File: src/tccol_pkg.sv
// Purpose: constants, modes and bus carriers of the timer channel count and output level block
// Assumes: AXI4-Lite with 32-bit data; the low 20 address bits select a register
// Notes:   every register takes one aligned word; unused upper bits read as zero
`default_nettype none
package tccol_pkg;

	// ****************************************************************
	// register offsets (byte addresses, low 20 bits)
	// ****************************************************************
	localparam logic [19:0] OFS_COUNT   = 20'hf0000;
	localparam logic [19:0] OFS_DATA    = 20'hf0040;
	localparam logic [19:0] OFS_MODE    = 20'hf0080;
	localparam logic [19:0] OFS_START   = 20'hf00c0;
	localparam logic [19:0] OFS_STOP    = 20'hf00c4;
	localparam logic [19:0] OFS_RUN     = 20'hf00c8;
	localparam logic [19:0] OFS_OUT_EN  = 20'hf00cc;
	localparam logic [19:0] OFS_ROLE    = 20'hf00d0;
	localparam logic [19:0] OFS_PER_EN  = 20'hf00d4;
	localparam logic [19:0] OFS_PIN     = 20'hf00d8;
	localparam logic [19:0] OFS_POL0    = 20'hf01bc;
	localparam logic [19:0] OFS_POL1    = 20'hf01e4;
	localparam int unsigned ARR_LSB     = 6;

	// ****************************************************************
	// fields and reset values
	// ****************************************************************
	localparam int unsigned MODE_LSB    = 0;
	localparam int unsigned MODE_W      = 3;
	localparam int unsigned PER_EN_U0   = 0;
	localparam int unsigned PER_EN_U1   = 1;
	localparam logic [15:0] CNT_PRESET  = 16'hffff;
	localparam logic [15:0] CNT_CLEAR   = 16'h0000;
	localparam logic [15:0] DATA_RST    = 16'h0000;
	localparam logic [15:0] POL_RST     = 16'h0000;
	localparam logic [1:0]  RESP_OKAY   = 2'h0;
	localparam logic [1:0]  RESP_SLVERR = 2'h2;

	// ****************************************************************
	// modes and bus carriers
	// ****************************************************************
	typedef enum logic [MODE_W-1:0] {
		MODE_INTERVAL,
		MODE_CAPTURE,
		MODE_EVENT,
		MODE_ONE_COUNT,
		MODE_CAPT_ONE
	} tccol_mode_t;

	typedef struct packed {
		logic [31:0] awaddr;
		logic        awvalid;
		logic [31:0] wdata;
		logic [3:0]  wstrb;
		logic        wvalid;
		logic        bready;
		logic [31:0] araddr;
		logic        arvalid;
		logic        rready;
	} tccol_axi_req_t;

	typedef struct packed {
		logic        awready;
		logic        wready;
		logic [1:0]  bresp;
		logic        bvalid;
		logic        arready;
		logic [31:0] rdata;
		logic [1:0]  rresp;
		logic        rvalid;
	} tccol_axi_rsp_t;

endpackage
`default_nettype wire

File: src/tccol_timer.sv
// Purpose: per-channel count register and output level logic of a two-unit 16-bit timer
// Assumes: one clock aclk, synchronous active-low reset, pins synchronous to aclk
// Notes:   unit 0 owns channels 0..U0_CH-1, unit 1 the channels above
//
// Behaviour
// count register readable any time
// reset presets every count to all ones
// unit enable cleared presets its counts
// pwm slave done presets count to ones
// one-shot master or slave done presets ones
// capture start trigger clears count
// capture completion clears count
// count read has no side effects
// mode set after reset: down ones, up zero
// mode change after pause: any value
// restart after pause resumes stop value
// one-count wait: ones, or capture plus one
// started channel holds read value until counting
// polarity bit: zero high, one inverted
// polarity acts in slave mode when enabled
// master mode ignores polarity bit
// polarity change waits for next transition
// reset clears both polarity registers
// polarity word writes and low-byte writes
// software writes zero to unused polarity bits
// slave set by master, reset by own
// count register is read-only
//
// Design decision made here: the AXI4-Lite slave port.
`timescale 1ns/1ps
`default_nettype none
module tccol_timer
	import tccol_pkg::*;
#(
	parameter int unsigned U0_CH = 8,
	parameter int unsigned U1_CH = 4
) (
	// clock and reset
	input  wire logic                  aclk,
	input  wire logic                  aresetn,
	// register bus
	input  wire tccol_pkg::tccol_axi_req_t axi_req,
	output var  tccol_pkg::tccol_axi_rsp_t axi_rsp,
	// timer pins
	input  wire logic [U0_CH+U1_CH-1:0] timer_in,
	output var  logic [U0_CH+U1_CH-1:0] timer_out
);
	import tccol_pkg::*;

	localparam int unsigned NCH = U0_CH + U1_CH;

	if (U0_CH < 1 || U0_CH > 8 || U1_CH < 1 || U1_CH > 4) begin : g_bad_cfg
		$error("tccol_timer: channel counts out of range");
	end

	// ****************************************************************
	// register state
	// ****************************************************************
	logic [1:0]            per_en_ff;
	logic [NCH-1:0]        out_en_ff;
	logic [NCH-1:0]        role_ff;
	logic [NCH-1:0]        pol_ff;
	logic [NCH-1:0][15:0]  cnt_a;
	logic [NCH-1:0][15:0]  data_a;
	logic [NCH-1:0][2:0]   mode_a;
	logic [NCH-1:0]        run_a;
	logic [NCH-1:0]        irq_a;
	logic [NCH-1:0]        sw_start;
	logic [NCH-1:0]        sw_stop;
	logic [NCH-1:0]        data_wr;
	logic [NCH-1:0]        mode_wr;

	// ****************************************************************
	// axi4-lite slave
	// ****************************************************************
	logic        aw_got_ff;
	logic        w_got_ff;
	logic        bvalid_ff;
	logic        rvalid_ff;
	logic [19:0] wa_ff;
	logic [31:0] wd_ff;
	logic [3:0]  ws_ff;
	logic [1:0]  bresp_ff;
	logic [1:0]  rresp_ff;
	logic [31:0] rdata_ff;
	logic        wr_fire;
	logic        wr_ok;
	logic [31:0] wmask;
	logic [31:0] rd_data;
	logic        rd_ok;

	assign axi_rsp.awready = ~aw_got_ff & ~bvalid_ff;
	assign axi_rsp.wready  = ~w_got_ff & ~bvalid_ff;
	assign axi_rsp.bvalid  = bvalid_ff;
	assign axi_rsp.bresp   = bresp_ff;
	assign axi_rsp.arready = ~rvalid_ff;
	assign axi_rsp.rvalid  = rvalid_ff;
	assign axi_rsp.rresp   = rresp_ff;
	assign axi_rsp.rdata   = rdata_ff;

	assign wr_fire = aw_got_ff & w_got_ff & ~bvalid_ff;
	assign wmask   = {{8{ws_ff[3]}}, {8{ws_ff[2]}}, {8{ws_ff[1]}}, {8{ws_ff[0]}}};

	function automatic logic arr_hit(input logic [19:0] a, input logic [19:0] base);
		arr_hit = (a[19:ARR_LSB] == base[19:ARR_LSB]) && (32'(a[5:2]) < NCH) && (a[1:0] == 2'h0);
	endfunction

	always_ff @(posedge aclk) begin
		if (!aresetn) begin
			aw_got_ff <= 1'b0;
			wa_ff     <= 20'h00000;
		end else if (wr_fire) begin
			aw_got_ff <= 1'b0;
		end else if (axi_req.awvalid && axi_rsp.awready) begin
			aw_got_ff <= 1'b1;
			wa_ff     <= axi_req.awaddr[19:0];
		end
	end

	always_ff @(posedge aclk) begin
		if (!aresetn) begin
			w_got_ff <= 1'b0;
			wd_ff    <= 32'h00000000;
			ws_ff    <= 4'h0;
		end else if (wr_fire) begin
			w_got_ff <= 1'b0;
		end else if (axi_req.wvalid && axi_rsp.wready) begin
			w_got_ff <= 1'b1;
			wd_ff    <= axi_req.wdata;
			ws_ff    <= axi_req.wstrb;
		end
	end

	always_ff @(posedge aclk) begin
		if (!aresetn) begin
			bvalid_ff <= 1'b0;
			bresp_ff  <= RESP_OKAY;
		end else if (wr_fire) begin
			bvalid_ff <= 1'b1;
			bresp_ff  <= wr_ok ? RESP_OKAY : RESP_SLVERR;
		end else if (axi_req.bready) begin
			bvalid_ff <= 1'b0;
		end
	end

	// writes to the count window are accepted and dropped
	always_comb begin
		wr_ok = arr_hit(wa_ff, OFS_COUNT) || arr_hit(wa_ff, OFS_DATA) || arr_hit(wa_ff, OFS_MODE) ||
			wa_ff == OFS_START || wa_ff == OFS_STOP || wa_ff == OFS_RUN || wa_ff == OFS_OUT_EN ||
			wa_ff == OFS_ROLE || wa_ff == OFS_PER_EN || wa_ff == OFS_PIN || wa_ff == OFS_POL0 ||
			wa_ff == OFS_POL1;
	end

	// one-cycle command strobes from the write
	always_comb begin
		sw_start = '0;
		sw_stop  = '0;
		data_wr  = '0;
		mode_wr  = '0;
		if (wr_fire && wa_ff == OFS_START) sw_start = wd_ff[NCH-1:0] & wmask[NCH-1:0];
		if (wr_fire && wa_ff == OFS_STOP) sw_stop = wd_ff[NCH-1:0] & wmask[NCH-1:0];
		for (int k = 0; k < NCH; k++) begin
			if (wr_fire && arr_hit(wa_ff, OFS_DATA) && 32'(wa_ff[5:2]) == k) data_wr[k] = 1'b1;
			if (wr_fire && arr_hit(wa_ff, OFS_MODE) && 32'(wa_ff[5:2]) == k && ws_ff[0]) mode_wr[k] = 1'b1;
		end
	end

	always_ff @(posedge aclk) begin
		if (!aresetn) begin
			per_en_ff <= 2'h0;
			out_en_ff <= '0;
			role_ff   <= '0;
		end else if (wr_fire) begin
			if (wa_ff == OFS_PER_EN) per_en_ff <= (per_en_ff & ~wmask[1:0]) | (wd_ff[1:0] & wmask[1:0]);
			if (wa_ff == OFS_OUT_EN) out_en_ff <= (out_en_ff & ~wmask[NCH-1:0]) | (wd_ff[NCH-1:0] & wmask[NCH-1:0]);
			if (wa_ff == OFS_ROLE) role_ff <= (role_ff & ~wmask[NCH-1:0]) | (wd_ff[NCH-1:0] & wmask[NCH-1:0]);
		end
	end

	// polarity registers: only the low byte lane holds bits, so a byte write is the low-byte alias
	always_ff @(posedge aclk) begin
		if (!aresetn) begin
			pol_ff <= POL_RST[NCH-1:0];
		end else if (wr_fire && ws_ff[0]) begin
			if (wa_ff == OFS_POL0) pol_ff[U0_CH-1:0] <= wd_ff[U0_CH-1:0];
			if (wa_ff == OFS_POL1) pol_ff[NCH-1:U0_CH] <= wd_ff[U1_CH-1:0];
		end
	end

	// read mux: reads are free of side effects
	always_comb begin
		logic [19:0] a;
		logic [3:0]  idx;
		a       = axi_req.araddr[19:0];
		idx     = a[5:2];
		rd_data = 32'h00000000;
		rd_ok   = 1'b1;
		if (arr_hit(a, OFS_COUNT)) rd_data = {16'h0000, cnt_a[idx]};
		else if (arr_hit(a, OFS_DATA)) rd_data = {16'h0000, data_a[idx]};
		else if (arr_hit(a, OFS_MODE)) rd_data = {29'h0, mode_a[idx]};
		else if (a == OFS_START || a == OFS_STOP) rd_data = 32'h00000000;
		else if (a == OFS_RUN) rd_data = 32'(run_a);
		else if (a == OFS_OUT_EN) rd_data = 32'(out_en_ff);
		else if (a == OFS_ROLE) rd_data = 32'(role_ff);
		else if (a == OFS_PER_EN) rd_data = {30'h0, per_en_ff};
		else if (a == OFS_PIN) rd_data = 32'(timer_out);
		else if (a == OFS_POL0) rd_data = 32'(pol_ff[U0_CH-1:0]);
		else if (a == OFS_POL1) rd_data = 32'(pol_ff[NCH-1:U0_CH]);
		else rd_ok = 1'b0;
	end

	always_ff @(posedge aclk) begin
		if (!aresetn) begin
			rvalid_ff <= 1'b0;
			rresp_ff  <= RESP_OKAY;
			rdata_ff  <= 32'h00000000;
		end else if (axi_req.arvalid && axi_rsp.arready) begin
			rvalid_ff <= 1'b1;
			rresp_ff  <= rd_ok ? RESP_OKAY : RESP_SLVERR;
			rdata_ff  <= rd_data;
		end else if (axi_req.rready) begin
			rvalid_ff <= 1'b0;
		end
	end

	// ****************************************************************
	// channels
	// ****************************************************************
	for (genvar g = 0; g < NCH; g++) begin : g_ch
		localparam int BASE = (g < U0_CH) ? 0 : U0_CH;
		localparam int UNIT = (g < U0_CH) ? PER_EN_U0 : PER_EN_U1;
		logic [15:0] cnt_ff;
		logic [15:0] data_ff;
		tccol_mode_t mode_ff;
		tccol_mode_t new_mode;
		logic        run_ff;
		logic        fresh_ff;
		logic        wait_ff;
		logic        irq_ff;
		logic        ti_prev_ff;
		logic        lvl_ff;
		logic        out_ff;
		logic        ti_edge;
		logic        m_irq;
		logic        trig;
		logic        new_lvl;

		assign cnt_a[g]     = cnt_ff;
		assign data_a[g]    = data_ff;
		assign mode_a[g]    = mode_ff;
		assign run_a[g]     = run_ff;
		assign irq_a[g]     = irq_ff;
		assign timer_out[g] = out_ff;
		assign new_mode     = tccol_mode_t'(wd_ff[MODE_LSB +: MODE_W]);
		assign ti_edge      = timer_in[g] & ~ti_prev_ff;
		assign trig         = ti_edge | sw_start[g] | (role_ff[g] & m_irq);

		// the master of a slave is the nearest lower master channel of its unit
		always_comb begin
			logic found;
			found = 1'b0;
			m_irq = 1'b0;
			for (int k = g - 1; k >= BASE; k--) begin
				if (!found && !role_ff[k]) begin
					m_irq = irq_a[k];
					found = 1'b1;
				end
			end
		end

		always_ff @(posedge aclk) begin
			if (!aresetn) ti_prev_ff <= 1'b0;
			else ti_prev_ff <= timer_in[g];
		end

		always_ff @(posedge aclk) begin
			if (!aresetn) begin
				cnt_ff   <= CNT_PRESET;
				data_ff  <= DATA_RST;
				mode_ff  <= MODE_INTERVAL;
				run_ff   <= 1'b0;
				fresh_ff <= 1'b1;
				wait_ff  <= 1'b0;
				irq_ff   <= 1'b0;
			end else begin
				irq_ff <= 1'b0;
				if (data_wr[g]) data_ff <= (data_ff & ~wmask[15:0]) | (wd_ff[15:0] & wmask[15:0]);
				if (mode_wr[g]) mode_ff <= new_mode;
				if (!per_en_ff[UNIT]) begin
					cnt_ff   <= CNT_PRESET;
					run_ff   <= 1'b0;
					fresh_ff <= 1'b1;
					wait_ff  <= 1'b0;
				end else if (mode_wr[g]) begin
					run_ff   <= 1'b0;
					fresh_ff <= 1'b1;
					wait_ff  <= 1'b0;
					cnt_ff   <= (new_mode == MODE_CAPTURE || new_mode == MODE_CAPT_ONE) ? CNT_CLEAR : CNT_PRESET;
				end else if (sw_stop[g]) begin
					run_ff <= 1'b0;
				end else if (!run_ff) begin
					if (sw_start[g]) begin
						run_ff  <= 1'b1;
						wait_ff <= fresh_ff && (mode_ff == MODE_ONE_COUNT || mode_ff == MODE_CAPT_ONE);
					end
				end else begin
					unique case (mode_ff)
						MODE_INTERVAL: begin
							if (fresh_ff) begin
								cnt_ff   <= data_ff;
								fresh_ff <= 1'b0;
							end else if (cnt_ff == 16'h0000) begin
								cnt_ff <= data_ff;
								irq_ff <= 1'b1;
							end else begin
								cnt_ff <= cnt_ff - 16'h0001;
							end
						end
						MODE_EVENT: begin
							if (fresh_ff) begin
								cnt_ff   <= data_ff;
								fresh_ff <= 1'b0;
							end else if (ti_edge && cnt_ff == 16'h0000) begin
								cnt_ff <= data_ff;
								irq_ff <= 1'b1;
							end else if (ti_edge) begin
								cnt_ff <= cnt_ff - 16'h0001;
							end
						end
						MODE_CAPTURE: begin
							if (fresh_ff) begin
								cnt_ff   <= CNT_CLEAR;
								fresh_ff <= 1'b0;
							end else if (ti_edge) begin
								data_ff <= cnt_ff;
								cnt_ff  <= CNT_CLEAR;
								irq_ff  <= 1'b1;
							end else begin
								cnt_ff <= cnt_ff + 16'h0001;
							end
						end
						MODE_ONE_COUNT: begin
							if (wait_ff) begin
								if (trig) begin
									cnt_ff   <= data_ff;
									wait_ff  <= 1'b0;
									fresh_ff <= 1'b0;
								end
							end else if (cnt_ff == 16'h0000) begin
								cnt_ff  <= CNT_PRESET;
								irq_ff  <= 1'b1;
								wait_ff <= 1'b1;
							end else begin
								cnt_ff <= cnt_ff - 16'h0001;
							end
						end
						MODE_CAPT_ONE: begin
							if (wait_ff) begin
								if (trig) begin
									cnt_ff   <= CNT_CLEAR;
									wait_ff  <= 1'b0;
									fresh_ff <= 1'b0;
								end
							end else if (ti_edge) begin
								data_ff <= cnt_ff;
								cnt_ff  <= cnt_ff + 16'h0001;
								irq_ff  <= 1'b1;
								wait_ff <= 1'b1;
							end else begin
								cnt_ff <= cnt_ff + 16'h0001;
							end
						end
						default: begin
							run_ff <= 1'b0;
						end
					endcase
				end
			end
		end

		// slave: set by master, reset by own event, own end wins a tie
		assign new_lvl = m_irq & ~irq_ff;

		always_ff @(posedge aclk) begin
			if (!aresetn) begin
				lvl_ff <= 1'b0;
				out_ff <= 1'b0;
			end else if (out_en_ff[g]) begin
				if (role_ff[g]) begin
					if (m_irq || irq_ff) begin
						lvl_ff <= new_lvl;
						out_ff <= new_lvl ^ pol_ff[g];
					end
				end else if (irq_ff) begin
					lvl_ff <= ~lvl_ff;
					out_ff <= ~lvl_ff;
				end
			end
		end
	end

endmodule
`default_nettype wire
File: config.mk
export PLATFORM = sky130hd
export DESIGN_NAME = tccol_timer
export DESIGN_NICKNAME = d
export VERILOG_FILES = /design/src/tccol_pkg.sv /design/src/tccol_timer.sv
export SDC_FILE = /design/constraint.sdc
export NUM_CORES = 2
export LEC_CHECK = 0
export BUFFER_PORTS_ARGS = -buffer_cell sky130_fd_sc_hd__buf_2
export CAP_MARGIN = 25
export CELL_PAD_IN_SITES_DETAIL_PLACEMENT = 1
export CELL_PAD_IN_SITES_GLOBAL_PLACEMENT = 2
export CORE_MARGIN = 1
export CORE_UTILIZATION = 34
export CTS_CLUSTER_DIAMETER = 100
export DETAILED_ROUTE_END_ITERATION = 10
export GPL_TIMING_DRIVEN = 0
export HOLD_SLACK_MARGIN = 0.1
export PLACE_DENSITY_LB_ADDON = 0.1
export SLEW_MARGIN = 20
export SYNTH_ARGS = -nofsm -noshare
export SYNTH_HDL_FRONTEND = slang
export SYNTH_SLANG_ARGS = --single-unit
File: constraint.sdc
create_clock -name aclk -period 2.9 [get_ports aclk]
set_clock_uncertainty 0.05 [all_clocks]
set_input_delay 0.435 -clock aclk [delete_from_list [all_inputs] [get_ports aclk]]
set_output_delay 0.435 -clock aclk [all_outputs]
set_load 0.02 [all_outputs]
==> impl_metrics.py <==
metrics = {
    "floorplan": {
        "chipHeight_um": 380,
        "num_io_pins": 172,
        "floorplan.core_area_um2": 142000,
        "std_cell_rows": 138,
        "fp.dieW_um": 380,
        "fp.dieArea_um2": 145000,
        "initial_core_util": 0.343,
    },
    "finish": {
        "final_design_utilization": 0.428,
        "drive_gt1_frac": 0.191,
        "areaGrowthSynthToFinish_pct": 24.7,
        "most_common_cell_after_layout_fill_and_taps_aside": "sky130_fd_sc_hd__nor2_1",
        "most-common-layout-cells": "sky130_fd_sc_hd__nor2_1, sky130_fd_sc_hd__nand2_1, sky130_fd_sc_hd__dfxtp_1",
        "final_net_count": 7242,
    },
    "clock_network": {
        "clock-sinks": 602,
        "cts_buffers": 83,
        "h_tree_depth": 3,
        "cts.reportedPaths.clkPinSlew_ps": 60,
        "root_buffer": "sky130_fd_sc_hd__clkbuf_16",
        "clock_tree_from_tritoncts": "done",
        "worstSkewPairLatency_ps": 730,
        "cts_buffer_depth": 3,
    },
    "sta": {
        "finalHoldWorstSlack_ps": 301,
        "hold_viol": 0,
        "final.setup.worst_slack_ps": -214,
        "final_period_minus_worst_setup_slack_ps": 3110,
        "setup_viol_count_final": 73,
        "timing_worst_slew_pin_value_ps": 1130,
        "rsz0062_at_grt": "yes",
        "fmax_ghz": 0.321,
        "slew_headroom": 0.247,
        "period_share": 1.07,
        "slew_viol_final": 0,
    },
    "critical_path": {
        "timing.critical_path.fanout_max": 5,
        "crit_path_cell_trace": "or4_4 > buf_6 > nor3_4 > buf_12 > and3_4 > buf_12 > a211oi_4 > a311oi_2 > buf_4 > buf_6 > nand2_4 > a21oi_4 > clkbuf_16 > a21oi_2",
        "worstSetupStartpointType": "flip-flop",
        "critPathTopFamily": "buffers and inverters",
        "worstPathRequired_ps": 3470,
        "crit_slowest_cell": "sky130_fd_sc_hd__or4_4",
        "crit_buf_inv": 6,
        "class_of_the_most_critical_setup_path": "reg2reg",
        "worst_path_largest_cell_delay_ps": 510,
        "timing.critical_path.arrival_ps": 3680,
        "worstSetupEndpointType": "flip-flop",
    },
    "yosys": {
        "synth_area_um2": 48600,
        "synth-seq-area-share": 0.248,
        "syn_avg_cell_area_um2": 7.31,
        "ys_seq_elements": 602,
        "edff_count_synth": 0,
        "yosysWarnings": 0,
        "synth_cell_type_count": 95,
        "share_of_synthesized_registers_carrying_an_async_set_or_reset": 0,
        "synthesis.instances": 6655,
        "ys.flop_type": "sky130_fd_sc_hd__dfxtp_1",
    },
    "power": {
        "clkPwrFrac": 0.517,
        "power_density_nw_per_um2": 351,
        "power.combinational.fraction": 0.088,
        "totalPowerFinal_mw": 21.3,
        "p_leak_nw": 20.6,
        "power_switching_mw": 6.08,
        "switching_share": 0.286,
        "seq_power_share": 0.395,
        "power.ir.vdd_worst_mv": 0.400,
        "internal_power_mw": 15.2,
    },
    "global_route": {
        "grt_pass1_vias": 57017,
        "globalRoute.totalOverflow": 0,
        "grt_pass1_wl_mm": 440,
        "grt_start_max_net_pins": 12,
        "grt_usage": 0.421,
        "initial_antenna_violation_count": 26,
    },
    "routing": {
        "route.detailed.wl_per_inst_um": 35.4,
        "drc": 0,
        "initialDrtViolationCount": 6705,
        "routed_wl_mm": 320,
        "detailroute.via_count": 59687,
        "detail_route.vias_per_cell": 6.60,
        "detailedRoute.firstPassIterationCount": 5,
        "detail-route-antenna-nets": 0,
    },
    "min_path": {
        "hold_class": "in2reg",
    },
    "status": {
        "result_of_the_run": "finished with violations",
        "violations_in_the_final_reports": "setup timing",
    },
    "flow_run": {
        "maxCapViolations": 0,
    },
    "placed_design": {
        "gp_routability_congestion": 1.02,
        "io_buffer_count": 108,
        "hpwl_mm": 243,
    },
}
through the flow:
step           std cells  area (um^2)  worst slack [ps]  setup TNS (ps)
2_1_floorplan       6672        48700              57.3               0
5_1_grt             9044        60600              -242           -8870
4_1_cts             8971        58400              -103           -1140
3_5_place_dp        8702        52200             -1570         -464370
3_3_place_gp        8670        51600             -3070         -736070
6_report            9048        60700              -214           -5180
power groups by stage:
stage | sequential (mW) | clock [mW] | combinational, mW
after global placement | 8.56 | 0 | 1.43
after global routing | 8.40 | 11.4 | 1.86
after CTS | 8.40 | 11.1 | 1.72
after floorplan | 8.53 | 0 | 0.637
after detailed placement | 8.56 | 0 | 1.53
final | 8.41 | 11.0 | 1.88
worst reg2reg max path, cell delays in order, from the launching register on:
cell,delay (ps)
sky130_fd_sc_hd__dfxtp_4,360
sky130_fd_sc_hd__or4_4,510
sky130_fd_sc_hd__buf_6,140
sky130_fd_sc_hd__nor3_4,150
sky130_fd_sc_hd__buf_12,160
sky130_fd_sc_hd__and3_4,200
sky130_fd_sc_hd__buf_12,110
sky130_fd_sc_hd__a211oi_4,60
sky130_fd_sc_hd__a311oi_2,360
sky130_fd_sc_hd__buf_4,210
sky130_fd_sc_hd__buf_6,100
sky130_fd_sc_hd__nand2_4,50
sky130_fd_sc_hd__a21oi_4,260
sky130_fd_sc_hd__clkbuf_16,220
sky130_fd_sc_hd__a21oi_2,50
timing repair:
item	CTS	global route
hold endpoints to repair	52	0
gates cloned	3	8
hold buffers	54	0
setup buffers	114	84
resized for setup	582	494
pin swaps	78	110
setup endpoints to repair	523	400
synthesized netlist by cell type (all sizes together), types with 114 or more instances:
cell / number / area [um^2]
nor2: 778 / 3060
nand3: 190 / 951
a211oi: 305 / 2290
nand2: 680 / 2550
inv: 126 / 473
o21ai: 522 / 2610
dfxtp: 602 / 12100
xor2: 156 / 1370
xnor2: 191 / 1670
mux2i: 260 / 2600
a21oi: 574 / 2880
nor3: 172 / 882
buf: 114 / 604
clkbuf: 553 / 2080
routing by layer:
| layer | share of wire | global-route usage |
|---|---|---|
| met2 | 0.43 | 0.634 |
| met5 | 0.00032 | 0 |
| met3 | 0.097 | 0.0921 |
| met4 | 0.068 | 0.248 |
| met1 | 0.41 | 0.549 |
flip-flops by register name, indices dropped and copies added, names as in the netlist, 2 cells and up, named ones only:
name	count
g_ch.ti_prev_ff	12
g_ch.irq_ff	12
g_ch.mode_ff	36
g_ch.out_ff	12
pol_ff	12
g_ch.wait_ff	12
g_ch.cnt_ff	192
ws_ff	2
g_ch.fresh_ff	12
g_ch.lvl_ff	12
g_ch.run_ff	12
wd_ff	16
wa_ff	20
rdata_ff	16
g_ch.data_ff	192
layout make-up:
class	count	area [um^2]
flip-flops and latches	602	12100
plain buffers	592	3200
clock inverters	31	358
repair buffers	404	3710
well taps	1890	2360
fillers	17161	81100
inverters	127	500
multi-input cells	5277	36000
diodes	4	10.0
clock buffers	121	2430
final timing paths:
| kind | startpoint | slack (ps) | depth (start not counted) | end |
|---|---|---|---|---|
| max | wa_ff[3]$_SDFFE_PN0P_ | -210 | 14 | g_ch[2].cnt_ff[3]$_SDFFE_PN1P_ |
| min | timer_in[11] | 300 | 4 | g_ch[11].data_ff[15]$_SDFF_PN0_ |
| max reg2reg | wa_ff[3]$_SDFFE_PN0P_ | -210 | 14 | g_ch[2].cnt_ff[3]$_SDFFE_PN1P_ |
| min reg2reg | rdata_ff[7]$_SDFFE_PN0P_ | 400 | 2 | rdata_ff[7]$_SDFFE_PN0P_ |
cells by family (layout without fill, tap and decap cells):
| kind of cell | Yosys count | after routing | share of synthesized area |
|---|---|---|---|
| XOR/XNOR | 347 | 347 | 0.0625 |
| buffers and inverters | 794 | 1275 | 0.0649 |
| flip-flops | 602 | 602 | 0.248 |
| other | 1 | 22 | 0.0000771 |
| multiplexers | 376 | 376 | 0.105 |
| adder cells (fa/ha/maj) | 36 | 36 | 0.00926 |
| AO/OA/AOI/OAI | 2109 | 2110 | 0.276 |
| AND/OR/NAND/NOR | 2390 | 2390 | 0.235 |
(Power assumes the default switching activity.)
